==> src/rtl/ltr_pkg.sv <==
// package: register map, field layout, codes and carriers for the template and alarm register slice
package ltr_pkg;

  // ==========================================================
  // sizes
  localparam int NCH = 8;

  // ==========================================================
  // register offsets; OFF_BANK decodes in every bank, the others in the primary bank only
  localparam logic [7:0] OFF_POINTER  = 8'h10;
  localparam logic [7:0] OFF_TEMPLATE = 8'h11;
  localparam logic [7:0] OFF_OUT_DIS  = 8'h12;
  localparam logic [7:0] OFF_AIS      = 8'h13;
  localparam logic [7:0] OFF_AIS_IE   = 8'h14;
  localparam logic [7:0] OFF_AIS_IS   = 8'h15;
  localparam logic [7:0] OFF_BANK     = 8'h1f;

  // ==========================================================
  // bank pointer codes
  localparam logic [7:0] BANK_CODE_PRI  = 8'h00;
  localparam logic [7:0] BANK_CODE_SEC  = 8'haa;
  localparam logic [7:0] BANK_CODE_IND  = 8'h01;
  localparam logic [7:0] BANK_CODE_BERT = 8'h02;

  // ==========================================================
  // template register fields and reset values
  localparam int         TPL_RX_OFF_BIT = 7;
  localparam int         TPL_TX_OFF_BIT = 6;
  localparam int         TPL_IMP_BIT    = 3;
  localparam logic [2:0] TPL_E1         = 3'h0;
  localparam logic [2:0] TPL_RSVD_A     = 3'h1;
  localparam logic [2:0] TPL_RSVD_B     = 3'h2;
  localparam logic [7:0] RST_BYTE       = 8'h00;
  localparam logic [2:0] RST_POINTER    = 3'h0;

  // ==========================================================
  // enumerations
  typedef enum logic [2:0] {BANK_PRI, BANK_SEC, BANK_IND, BANK_BERT, BANK_NONE} ltr_bank_e;
  typedef enum logic [1:0] {OHM_120, OHM_100, OHM_75, OHM_110}             ltr_ohm_e;
  typedef enum logic [1:0] {CRIT_G775, CRIT_ETS, CRIT_T1231}               ltr_crit_e;

  // ==========================================================
  // carriers
  typedef struct packed {
    logic       wr;
    logic       rd;
    logic [7:0] addr;
    logic [7:0] wdata;
  } ltr_reg_req_s;

  typedef struct packed {
    logic       rx_match_off;
    logic       tx_term_off;
    logic       t1_mode;
    logic [2:0] cable_tpl;
    ltr_ohm_e   ohm;
    ltr_crit_e  crit;
  } ltr_chan_cfg_s;

  // ==========================================================
  // shared decoders
  function automatic ltr_bank_e bank_decode(input logic [7:0] code);
    return (code == BANK_CODE_PRI)  ? BANK_PRI :
           (code == BANK_CODE_SEC)  ? BANK_SEC :
           (code == BANK_CODE_IND)  ? BANK_IND :
           (code == BANK_CODE_BERT) ? BANK_BERT : BANK_NONE;
  endfunction

  function automatic logic tpl_valid(input logic [2:0] code);
    return (code != TPL_RSVD_A) && (code != TPL_RSVD_B);
  endfunction

endpackage

==> src/rtl/ltr_template_alarm_regs.sv <==
// register slice: template select, output disable, alarm status and bank pointer
module ltr_template_alarm_regs
  import ltr_pkg::*;
#(
  parameter bit VARIANT_75 = 1'b0
) (
  // clock and reset
  input  wire logic                    clk,
  input  wire logic                    rst,
  // register port
  input  wire ltr_reg_req_s            reg_req,
  output logic [7:0]                   rd_data_r,
  // pins and neighbouring logic
  input  wire logic                    oe_pin,
  input  wire logic [NCH-1:0]          ais_detect,
  input  wire logic [NCH-1:0]          loss_alarm_criteria_select,
  input  wire logic                    clear_on_write_select,
  // channel controls, alarm outputs and bank select
  output ltr_chan_cfg_s [NCH-1:0]      chan_cfg_r,
  output logic [NCH-1:0]               tx_hiz_r,
  output logic [NCH-1:0]               ais_status_r,
  output logic [NCH-1:0]               ais_irq_req_r,
  output ltr_bank_e                    bank_sel_r
);

  // ==========================================================
  // state
  logic [7:0]     bank_r;
  logic [2:0]     ptr_r;
  logic [7:0]     tpl_r   [NCH];
  logic [7:0]     tpl_nxt [NCH];
  logic [NCH-1:0] out_dis_r;
  logic [NCH-1:0] ie_r;
  logic [NCH-1:0] is_r;
  logic [NCH-1:0] is_nxt;
  logic           oe_s1_r;
  logic           oe_s2_r;
  logic           oe_s3_r;
  logic           oe_level_r;
  ltr_chan_cfg_s [NCH-1:0] cfg_w;

  // ==========================================================
  // address decode
  wire logic pri_w    = (bank_decode(bank_r) == BANK_PRI);
  wire logic wr_pri_w = reg_req.wr & pri_w;
  wire logic rd_pri_w = reg_req.rd & pri_w;
  wire logic wr_bank  = reg_req.wr & (reg_req.addr == OFF_BANK);
  wire logic wr_ptr   = wr_pri_w & (reg_req.addr == OFF_POINTER);
  wire logic wr_tpl   = wr_pri_w & (reg_req.addr == OFF_TEMPLATE);
  wire logic wr_dis   = wr_pri_w & (reg_req.addr == OFF_OUT_DIS);
  wire logic wr_ie    = wr_pri_w & (reg_req.addr == OFF_AIS_IE);
  wire logic wr_is    = wr_pri_w & (reg_req.addr == OFF_AIS_IS);
  wire logic rd_is    = rd_pri_w & (reg_req.addr == OFF_AIS_IS);

  wire logic [2:0] wr_code  = reg_req.wdata[2:0];
  wire logic [2:0] cur_code = tpl_r[ptr_r][2:0];
  wire logic       code_ok  = tpl_valid(wr_code);

  // ==========================================================
  // per-channel template storage and decode
  genvar gi;
  generate
    for (gi = 0; gi < NCH; gi++) begin : g_chan
      wire logic sel_w = (ptr_r == 3'(gi));
      assign tpl_nxt[gi] = (wr_tpl && sel_w) ?
                           {reg_req.wdata[7:6], 2'b00, reg_req.wdata[3],
                            code_ok ? wr_code : tpl_r[gi][2:0]} : tpl_r[gi];
      ltr_chan_decode #(
        .VARIANT_75 (VARIANT_75)
      ) u_dec (
        .tpl_byte (tpl_r[gi]),
        .crit_bit (loss_alarm_criteria_select[gi]),
        .cfg      (cfg_w[gi])
      );

    end
  endgenerate

  // ==========================================================
  // alarm status and interrupt latch
  wire logic [NCH-1:0] ais_change = ais_detect ^ ais_status_r;
  wire logic [NCH-1:0] is_clr     = clear_on_write_select ?
                                    (wr_is ? reg_req.wdata : '0) :
                                    (rd_is ? is_r : '0);
  assign is_nxt = (is_r & ~is_clr) | ais_change;

  // ==========================================================
  // read path
  wire logic [7:0] rd_mux =
    (reg_req.addr == OFF_BANK)            ? bank_r :
    !pri_w                                ? 8'h00 :
    (reg_req.addr == OFF_POINTER)         ? {5'h00, ptr_r} :
    (reg_req.addr == OFF_TEMPLATE)        ? tpl_r[ptr_r] :
    (reg_req.addr == OFF_OUT_DIS)         ? out_dis_r :
    (reg_req.addr == OFF_AIS)             ? ais_status_r :
    (reg_req.addr == OFF_AIS_IE)          ? ie_r :
    (reg_req.addr == OFF_AIS_IS)          ? is_r : 8'h00;

  // ==========================================================
  // output enable pin sampler
  always_ff @(posedge clk) begin
    if (rst) begin
      oe_s1_r    <= 1'b0;
      oe_s2_r    <= 1'b0;
      oe_s3_r    <= 1'b0;
      oe_level_r <= 1'b0;
    end else begin
      oe_s1_r <= oe_pin;
      oe_s2_r <= oe_s1_r;
      oe_s3_r <= oe_s2_r;
      if (oe_s2_r == oe_s3_r) begin
        oe_level_r <= oe_s3_r;
      end
    end
  end

  // ==========================================================
  // registers
  always_ff @(posedge clk) begin
    if (rst) begin
      bank_r    <= RST_BYTE;
      ptr_r     <= RST_POINTER;
      out_dis_r <= RST_BYTE;
      ie_r      <= RST_BYTE;
      is_r      <= RST_BYTE;
      for (int i = 0; i < NCH; i++) begin
        tpl_r[i] <= RST_BYTE;
      end
    end else begin
      if (wr_bank) begin
        bank_r <= reg_req.wdata;
      end
      if (wr_ptr) begin
        ptr_r <= wr_code;
      end
      if (wr_dis) begin
        out_dis_r <= reg_req.wdata;
      end
      if (wr_ie) begin
        ie_r <= reg_req.wdata;
      end
      is_r <= is_nxt;
      for (int i = 0; i < NCH; i++) begin
        tpl_r[i] <= tpl_nxt[i];
      end
    end
  end

  // ==========================================================
  // outputs
  always_ff @(posedge clk) begin
    if (rst) begin
      rd_data_r     <= 8'h00;
      chan_cfg_r    <= '0;
      tx_hiz_r      <= '1;
      ais_status_r  <= '0;
      ais_irq_req_r <= '0;
      bank_sel_r    <= BANK_PRI;
    end else begin
      if (reg_req.rd) begin
        rd_data_r <= rd_mux;
      end
      chan_cfg_r    <= cfg_w;
      tx_hiz_r      <= oe_level_r ? out_dis_r : '1;
      ais_status_r  <= ais_detect;
      ais_irq_req_r <= is_r & ie_r;
      bank_sel_r    <= bank_decode(bank_r);
    end
  end
endmodule

==> src/rtl/ltr_chan_decode.sv <==
// per-channel decode of a template byte into line mode, impedance and alarm criteria
module ltr_chan_decode
  import ltr_pkg::*;
#(
  parameter bit VARIANT_75 = 1'b0
) (
  // template and criteria
  input  wire logic [7:0]    tpl_byte,
  input  wire logic          crit_bit,
  // decoded channel setup
  output ltr_chan_cfg_s      cfg
);

  // ==========================================================
  // decode
  wire logic       imp_w  = tpl_byte[TPL_IMP_BIT];
  wire logic [2:0] code_w = tpl_byte[2:0];
  wire logic       t1_w   = (code_w != TPL_E1);

  assign cfg.rx_match_off = tpl_byte[TPL_RX_OFF_BIT];
  assign cfg.tx_term_off  = tpl_byte[TPL_TX_OFF_BIT];
  assign cfg.t1_mode      = t1_w;
  assign cfg.cable_tpl    = code_w;
  assign cfg.ohm          = t1_w ? (imp_w ? OHM_110 : OHM_100)
                                 : ((imp_w ^ VARIANT_75) ? OHM_75 : OHM_120);
  assign cfg.crit         = t1_w ? CRIT_T1231 : (crit_bit ? CRIT_ETS : CRIT_G775);

endmodule

==> config.mk <==
export PLATFORM = sky130hd
export DESIGN_NAME = ltr_template_alarm_regs
export DESIGN_NICKNAME = d
export VERILOG_FILES = /design/src/rtl/ltr_pkg.sv /design/src/rtl/ltr_template_alarm_regs.sv /design/src/rtl/ltr_chan_decode.sv
export SDC_FILE = /design/constraint.sdc
export NUM_CORES = 1
export LEC_CHECK = 0
export BUFFER_PORTS_ARGS = -buffer_cell sky130_fd_sc_hd__buf_2
export CAP_MARGIN = 15
export CORE_ASPECT_RATIO = 0.75
export CORE_MARGIN = 5
export CORE_UTILIZATION = 55
export CTS_CLUSTER_DIAMETER = 50
export CTS_CLUSTER_SIZE = 12
export DETAILED_ROUTE_END_ITERATION = 10
export PLACE_DENSITY = 0.8
export SYNTH_ARGS = -nofsm -noshare
export SYNTH_HDL_FRONTEND = slang
export SYNTH_SLANG_ARGS = --single-unit
export TNS_END_PERCENT = 5
==> constraint.sdc <==
create_clock -name clk -period 4 [get_ports clk]
set_input_delay 0.4 -clock clk [delete_from_list [all_inputs] [get_ports clk]]
set_output_delay 0.4 -clock clk [all_outputs]
set_load 0.03 [all_outputs]
# Yosys cells after proc, flatten, opt, wreduce, memory -nomap -nowiden
# Memories as Yosys holds them, arrays and structs flattened. A register that Yosys moved wholly into a read port is not among the register bits.
# Index checks and enable logic that the tools add are counted.
# word_totals
regBits	154
mem_bits_rw	64
input_bits	38
out_inout_bits	115
word_cells	227
n_memories	1
# memory_table
memory	depth	word_bits	read_ports	rd_ports_with_merged_regs	wr	line_no	text
tpl_r	8	8	9	1	8	ltr_template_alarm_regs.sv:30	logic [7:0] tpl_r [NCH];
# classes
n_eq_ne	20
n_mux	84
bitwise	23
reduce_logical	29
# ops
op	count
8-bit two-way mux	27
2-bit two-way mux	32
8-bit by 5-bit == test with 1-bit output, second input constant	7
3-bit two-way mux	14
3-bit nonzero test	8
2-bit OR reduction	9
8-bit AND	2
3-bit == test, second input constant	4
1-bit two-way mux	11
1-bit AND	9
1-bit logical AND	9
8-bit by 1-bit == test with 1-bit output, second input constant	1
8-bit by 2-bit == test with 1-bit output, second input constant	1
8-bit == test, second input constant	1
8-bit zero test	1
8-bit inverter	1
1-bit OR	8
8-bit OR	1
8-bit XOR	1
3-bit by 2-bit == test with 1-bit output, second input constant	2
3-bit zero test	2
3-bit by 1-bit == test with 1-bit output, second input constant	1
3-bit by 1-bit inequality test with 1-bit output, second input constant	1
3-bit by 2-bit inequality test with 1-bit output, second input constant	1
other kinds (2)	2

# Logic depth before layout (Yosys ltp)
# Gate-level depths: netlist (run 1).
# depth
word_depth	13
mapped_depth	7
depth_no_buf	5

# Modules after synthesis
# Synthesis (run 1) repeated with hierarchy kept, for this count alone.
# unflattened
cells_unflattened	836
area_unflattened_um2	8277.9
# by_module_without_submodules
mod	n_inst	cells_per_inst	area_per_inst_um2	seq_area_each_um2
ltr_template_alarm_regs	1	748	7617.3	4103.9
ltr_chan_decode	8	11	82.6	0.0

# Least setup slack after synthesis (run 1)
# Ideal clock, no wire load.
# synth_path
path_kind	in2reg
from	input reg_req[13] (netlist bit)
to	register rd_data_r[1]
setup_ps	91
t_arrival_ps	2105
required_time_ps	3909
slack_ps	1804
stages	6
n_path_buf	1
cell_sequence	or4b_1 > buf_2 > nor4_4 > nand2b_1 > or3_1 > a311oi_1
# synth_between
elab_chain_len	9
word_cells_on_any_way	15
classes_between	eq/ne (7); mux (8)
# synth_lines
item	line_no	text
start, declared	ltr_template_alarm_regs.sv:11	input wire ltr_reg_req_s reg_req,
8-bit by 5-bit == test with 1-bit output	ltr_template_alarm_regs.sv:97	(reg_req.addr == OFF_AIS_IS) ? is_r : 8'h00;
8-bit two-way mux	ltr_template_alarm_regs.sv:97	
8-bit two-way mux	ltr_template_alarm_regs.sv:96	(reg_req.addr == OFF_AIS_IE) ? ie_r :
8-bit two-way mux	ltr_template_alarm_regs.sv:95	(reg_req.addr == OFF_AIS) ? ais_status_r :
8-bit two-way mux	ltr_template_alarm_regs.sv:94	(reg_req.addr == OFF_OUT_DIS) ? out_dis_r :
8-bit two-way mux	ltr_template_alarm_regs.sv:93	(reg_req.addr == OFF_TEMPLATE) ? tpl_r[ptr_r] :
8-bit two-way mux	ltr_template_alarm_regs.sv:92	(reg_req.addr == OFF_POINTER) ? {5'h00, ptr_r} :
8-bit two-way mux	ltr_template_alarm_regs.sv:91	!pri_w ? 8'h00 :
8-bit two-way mux (*)	ltr_template_alarm_regs.sv:90	(reg_req.addr == OFF_BANK) ? bank_r :
end signal, assigned	ltr_template_alarm_regs.sv:161	rd_data_r <= rd_mux;
end, declared	ltr_template_alarm_regs.sv:12	output logic [7:0] rd_data_r,
# Mark *: on every way between the ends. The rest lies on a longest branch, timed or not.
# A chain may end at the register's enable or synchronous reset.

# Worst setup path in the final report (run 1)
# layout_path
from	register bank_r[5]
to	register is_r[1]
# layout_between
elab_chain_len	13
word_cells_on_any_way	19
classes_between	eq/ne (3); mux (7); bitwise (7); reduce/logical (2)
# layout_lines
item	line_no	text
start, declared	ltr_template_alarm_regs.sv:28	logic [7:0] bank_r;
start signal, assigned	ltr_template_alarm_regs.sv:131	bank_r <= reg_req.wdata;
8-bit by 2-bit == test with 1-bit output	ltr_pkg.sv:66	(code == BANK_CODE_BERT) ? BANK_BERT : BANK_NONE;
3-bit two-way mux	ltr_pkg.sv:66	
3-bit two-way mux (2 in series)	-	
3-bit two-way mux (*)	-	
3-bit zero test (*)	ltr_template_alarm_regs.sv:44	wire logic pri_w = (bank_decode(bank_r) == BANK_PRI);
1-bit AND, on equally long branches	ltr_template_alarm_regs.sv:46, ltr_template_alarm_regs.sv:45	
1-bit AND, on equally long branches	ltr_template_alarm_regs.sv:53, ltr_template_alarm_regs.sv:52	
8-bit two-way mux, on equally long branches	ltr_template_alarm_regs.sv:84, ltr_template_alarm_regs.sv:83	
8-bit two-way mux (*)	ltr_template_alarm_regs.sv:82	wire logic [NCH-1:0] is_clr = clear_on_write_select ?
8-bit inverter (*)	ltr_template_alarm_regs.sv:85	assign is_nxt = (is_r & ~is_clr) | ais_change;
8-bit AND (*)	ltr_template_alarm_regs.sv:85	
8-bit OR (*)	ltr_template_alarm_regs.sv:85	
end signal, assigned	ltr_template_alarm_regs.sv:142	is_r <= is_nxt;
end, declared	ltr_template_alarm_regs.sv:34	logic [NCH-1:0] is_r;
# Marked as above.

==> impl_metrics.toml, run 1 <==
[detailed_routing]
dr_wl_met3_um = 1410
wl_met2_um = 7800
wl_met1_um = 8040
wl_per_cell_um = 17.1
vias = 5611
routed_wl_um = 17600
highest_layer = "met4"
drcViolationCount = 0
drtIter0Drc = 430
firstDrtPassIters = 5
ant_nets = 0
via_per_inst = 5.45

[die]
dieWidth_um = 142
io_pins = 153
die_area_um2 = 15500
core_area_um2 = 12900
rows = 36
initial_core_util = 0.558
fp.dieH_um = 109

[yosys]
avgSynthCellArea_um2 = 9.91
syn_area_um2 = 7190
synth-edff-count = 0
synth_simple_gate_area_frac = 0.187
ys_warn_count = 0
yosysTopAreaCellShare = 0.526
synth_top_cell_by_area = "dfxtp_1"
async_reset_ff_frac = 0
synth_area_leaders = "dfxtp_1 53%, mux2i_1 12%, nand2b_1 5.0%"
synthXorXnorAreaFrac = 0.0110
ys.flop_type = "dfxtp_1"
synth-compound-area-share = 0.0765
post_synth_num_cell_types = 48
synth_mux_area_frac = 0.137
synth-seq-area-share = 0.526
synth-adder-area-share = 0
synthCells = 726
synth_top_family_by_area = "simple AND/OR/NAND/NOR gates"
syn-num-nets = 764
ys_ff_latch = 189

[final_layout]
drive_gt1_frac = 0.228
diodes = 0
area_growth_pct = 19.2
fin_nets = 885
multi_input_area_um2 = 2960
n_fill_cell = 1073
regArea_um2 = 3780

[critical_path]
r2r_end = "is_r[1]$_SDFF_PP0_"
critPathKind = "register to register"
worstPathCellList = "or4_1, nor4_2, nand4_1, o211ai_1, a21oi_1"
r2r_cells = 5
startpoint_type = "register"
cp-end-kind = "register"
critical_path_buf_inv_count = 0
path_max_fanout = 8
cpPeakStageDelay_ns = 0.71
r2r_slack_ns = 1.44
cp_top_family = "simple AND/OR/NAND/NOR gates"
cp_data_arrival_time_ns = 2.82
cp_data_required_time_ns = 4.26
critPathSlowestCell = "or4_1"
r2r-start = "bank_r[5]$_SDFFE_PP0P_"

[sta]
period_needed_ns = 2.56
slew_viol_final = 0
rsz0062_at_grt = "no"
hold_viol = 0
hold_slack_ns = 0.215
setup_violations = 0
slew_headroom = 0.306
final.setup_skew_ns = 0.0117
tns_ns = 0
worstMarginPinSlew_ns = 1.04
max_freq_ghz = 0.390
period_share = 0.640

[clock_network]
clock_sinks = 189
htreeDepth = 4
clkTransAtPathRegs_ns = 0.07
post_cts_buffers = 0
cts_buffer_depth = 2
cts_hold_buf = 0
cts_tree = "built"
numCtsBuffers = 17
cts-resized-gates = 0
root_buffer = "clkbuf_16"
clock_latency_ns = 0.42

[power_and_ir_drop]
pwr_density_cell_nw_per_um2 = 456
ir_drop_mv = 0.316
p_leak_nw = 4.15

[grt]
grt_overflow = 0
grtUsageTotal = 0.230
grt_start_max_net_pins = 117
grt_pass1_vias = 5376
antenna_found_initial = 0
grt_pass1_wl_um = 28200

[place]
gp_congestion = 0.909
portBuffers = 152
dpl.hpwl_um = 12500

[job]
cap_violations = 0

[worst_hold_path]
hold_start = "ais_detect[1]"
hold_end = "ais_status_r[1]$_SDFF_PP0_"
worstHoldPathType = "input pin to register"
min_path_cells = 2

[run_status]
outcome = "finished, final reports clean"
-- metrics by stage --
step / setup slack, ns / power, mW / utilization / area [um^2] / instances
floorplan: 1.80 / 2.07 / - / 7190 / 726
global placement: 1.39 / 2.13 / 0.615 / 7930 / 999
detailed placement: 1.22 / 2.14 / 0.615 / 7930 / 999
CTS: 1.42 / 3.93 / 0.665 / 8570 / 1030
global route: 1.27 / 4.03 / 0.665 / 8570 / 1030
finish: 1.44 / 3.91 / 0.665 / 8570 / 1030
-- cell usage after synthesis (3+ instances only) --
| library cell | instances |
|---|---|
| a21oi_1 | 23 |
| a221oi_1 | 3 |
| a22oi_1 | 10 |
| a311oi_1 | 3 |
| and2_1 | 3 |
| and3_1 | 3 |
| and3b_1 | 10 |
| buf_1 | 7 |
| buf_2 | 4 |
| buf_4 | 16 |
| clkbuf_1 | 25 |
| dfxtp_1 | 189 |
| inv_1 | 51 |
| mux2i_1 | 88 |
| mux4_2 | 4 |
| nand2_1 | 26 |
| nand2b_1 | 57 |
| nand3_1 | 4 |
| nand3b_1 | 3 |
| nand4_1 | 9 |
| nor2_1 | 74 |
| nor2b_1 | 28 |
| nor3_1 | 13 |
| o211ai_1 | 8 |
| o21ai_0 | 20 |
| o22ai_1 | 5 |
| o32a_1 | 3 |
| or3_1 | 5 |
| or4_1 | 3 |
| xnor2_1 | 8 |
-- worst max-delay path by stage --
| stage | start | endpoint | cells after the start |
|---|---|---|---|
| global route | bank_r[5]$_SDFFE_PP0P_ | is_r[6]$_SDFF_PP0_ | 5 |
| floorplan | reg_req[13] | rd_data_r[1]$_SDFFE_PP0P_ | 6 |
| finish | bank_r[5]$_SDFFE_PP0P_ | is_r[1]$_SDFF_PP0_ | 5 |
| global placement | reg_req[15] | is_r[2]$_SDFF_PP0_ | 6 |
| detailed placement | reg_req[15] | is_r[1]$_SDFF_PP0_ | 6 |
| CTS | bank_r[5]$_SDFFE_PP0P_ | is_r[1]$_SDFF_PP0_ | 5 |
-- cells by family after synthesis --
group           count (synthesis)
flops                         189
xor+xnor                        9
simple gates                  247
compound gates                 85
mux                            93
buf+inv                       103
-- cell type report --
class,instances,area share
clock inverters,11,0.0210
well taps,171,0.0250
repair buffers,154,0.0908
multi-input cells,434,0.345
inverters,51,0.0223
clock buffers,20,0.0544
flip-flops and latches,189,0.441
-- power by group --
part           switching (mW)  total [mW]  internal [mW]
combinational           0.113       0.178         0.0648
clock                   0.712        1.82           1.10
sequential             0.0145        1.92           1.90
total                   0.839        3.91           3.07
-- layer usage --
metal | up-vias | global-route usage
met3 | 31 | 0.0530
met2 | 238 | 0.348
met1 | 2663 | 0.323
met4 | 0 | 0.0829
li1 | 2679 | -
met5 | - | 0
-- flip-flops by register name, summed over array words and instances, names as in the netlist, named ones only --
name           cells
ais_status_r       8
ptr_r              3
oe_level_r         1
is_r               8
rd_data_r          8
out_dis_r          8
ais_irq_req_r      8
oe_s3_r            1
oe_s1_r            1
ie_r               8
oe_s2_r            1
tpl_r             48
tx_hiz_r           8
chan_cfg_r        64
bank_sel_r         3
bank_r             8
-- layout by cell type (no fill, tap or decap), types with 4 or more instances in the layout --
master,count
nand2_1,26
xnor2_1,8
o211ai_1,8
nor2_1,74
or3_1,5
dfxtp_1,189
a21oi_1,23
inv_1,51
mux2i_1,88
o22ai_1,5
buf_2,151
nand3_1,4
nand4_1,9
nor3_1,13
bufinv_16,4
a22oi_1,10
clkbuf_16,17
nand2b_1,57
and3b_1,10
nor2b_1,28
o21ai_0,20
mux4_2,4
Note: power is estimated with default switching activity, not from simulation.
==> run 2: changes to the inputs <==
- CORE_UTILIZATION: 55 -> 49
- PLACE_DENSITY: 0.8 -> 0.76
- clock period: 4 -> 2.35 ns (I/O delays scaled with it)
==> run 2 against run 1 <==
Global-route usage shrank 2.7 points. Fmax grew 13%. Clock power grew 59%. Critical path depth is the same. Die area grew 11%. Sequential power grew 70%. Combinational power grew 71%. Clock skew is essentially flat. Via count shrank 1.1%. Count of clock-buffer cells in the layout shrank 1.
==> impl_metrics.toml, run 2 (synthesized netlist as in run 1, its figures left out) <==
[grt]
grt_util_met2 = 0.305
top_usage_layer = "met2"
grt_pass1_vias = 5198
grt_start_max_net_pins = 75
met1_usage = 0.292
grt_overflow = 0
antenna_found_initial = 0
grtUsageTotal = 0.203
grt_pass1_wl_um = 27400
met3_usage = 0.0469

[clock_network]
cts-resized-gates = 0
post_cts_buffers = 0
cts_tree = "built"
root_buffer = "clkbuf_16"
htreeDepth = 4
numCtsBuffers = 17
cts_buffer_depth = 2
cts_hold_buf = 0
clock_latency_ns = 0.43
clock_sinks = 189
clkTransAtPathRegs_ns = 0.07

[critical_path]
critPathKind = "register to register"
r2r_slack_ns = 0.08
cpPeakStageDelay_ns = 0.71
r2r-start = "bank_r[5]$_SDFFE_PP0P_"
path_max_fanout = 8
startpoint_type = "register"
critPathSlowestCell = "or4_1"
cp-end-kind = "register"
cp_data_required_time_ns = 2.70
r2r_cells = 5
worstPathCellList = "or4_1, nor3_2, nand3_1, nor2_1, mux2i_1"
r2r_end = "tpl_r[2][1]$_SDFFE_PP0P_"
cp_data_arrival_time_ns = 2.62

[sta]
setup_violations = 0
hold_slack_ns = 0.0264
slew_viol_final = 0
tns_ns = 0
period_needed_ns = 2.27
max_freq_ghz = 0.440
period_share = 0.968
final.setup_skew_ns = 0.0118
slew_headroom = 0.557
hold_viol = 0
rsz0062_at_grt = "yes"
worstMarginPinSlew_ns = 0.664

[die]
rows = 38
die_area_um2 = 17200
fp.dieH_um = 115
initial_core_util = 0.498
core_area_um2 = 14500
io_pins = 153
dieWidth_um = 150

[power_and_ir_drop]
ir_drop_mv = 0.478
p_leak_nw = 4.23
fin_total_pwr_mw = 6.46
pwr_density_cell_nw_per_um2 = 739

[run_status]
outcome = "finished, final reports clean"

[final_layout]
top_register = "chan_cfg_r"
final_cell_mix = "189 x dfxtp_1, 151 x buf_2, 88 x mux2i_1"
multi_input_area_um2 = 2960
reg_top3 = "chan_cfg_r: 64 flops, tpl_r: 48 flops"
area_growth_pct = 21.5
drive_gt1_frac = 0.249
regArea_um2 = 3780
fin_nets = 909
diodes = 0
final_common_cell = "dfxtp_1"
n_fill_cell = 1274
largest_reg_flops = 64
final_util = 0.605

[job]
cap_violations = 0

[detailed_routing]
wl_per_cell_um = 16.2
drtIter0Drc = 380
ant_nets = 0
via_per_inst = 5.12
firstDrtPassIters = 6
routed_wl_um = 17500
vias = 5550
drcViolationCount = 0

[place]
portBuffers = 152
dpl.hpwl_um = 12800
gp_congestion = 0.891

[worst_hold_path]
min_path_cells = 2
worstHoldPathType = "input pin to register"
hold_end = "oe_s1_r$_SDFF_PP0_"
hold_start = "oe_pin"
[run 2: per-stage QoR]
| stage | std cells | worst slack (ns) | area (um^2) |
|---|---|---|---|
| finish | 1084 | 0.0762 | 8740 |
| global placement | 1052 | 0.164 | 8140 |
| floorplan | 726 | 0.297 | 7190 |
| CTS | 1084 | 0.0915 | 8740 |
| detailed placement | 1052 | 0.105 | 8140 |
| global route | 1084 | -0.0396 | 8740 |
[run 2: layout make-up]
class,instances,share of cell area
Multi-Input combinational cell,434,0.338
Clock buffer,19,0.0507
Sequential cell,189,0.433
Timing Repair Buffer,178,0.110
Clock inverter,13,0.0176
Tap cell,200,0.0286
Inverter,51,0.0219
[run 2: where the power goes]
group	internal, mW	switching, mW
clock network	1.62	1.27
logic	0.115	0.190
registers	3.24	0.0233
[run 2: per-layer routing]
layer / up-vias / routed length, um / share of wire
li1: 2736 / - / -
met1: 2588 / 8430 / 0.48
met2: 204 / 7490 / 0.43
met5: - / 0 / 0
met4: 0 / 218 / 0.012
met3: 22 / 1380 / 0.079
[run 2: how the worst max path moves through the flow]
stage,from,to,slack [ns],cells after the start
floorplan,bank_r[0]$_SDFFE_PP0P_,rd_data_r[1]$_SDFFE_PP0P_,0.30,6
global placement,reg_req[13],rd_data_r[1]$_SDFFE_PP0P_,0.16,6
detailed placement,reg_req[13],tpl_r[2][1]$_SDFFE_PP0P_,0.11,6
CTS,bank_r[5]$_SDFFE_PP0P_,tpl_r[2][1]$_SDFFE_PP0P_,0.09,5
global route,bank_r[5]$_SDFFE_PP0P_,tpl_r[2][1]$_SDFFE_PP0P_,-0.04,5
finish,bank_r[5]$_SDFFE_PP0P_,tpl_r[2][1]$_SDFFE_PP0P_,0.08,5
[run 2: critical path: cells and delay by family (launching register included)]
kind	cells	cell delay, ns
mux	1	0.21
simple gates	4	1.66
flops	1	0.33
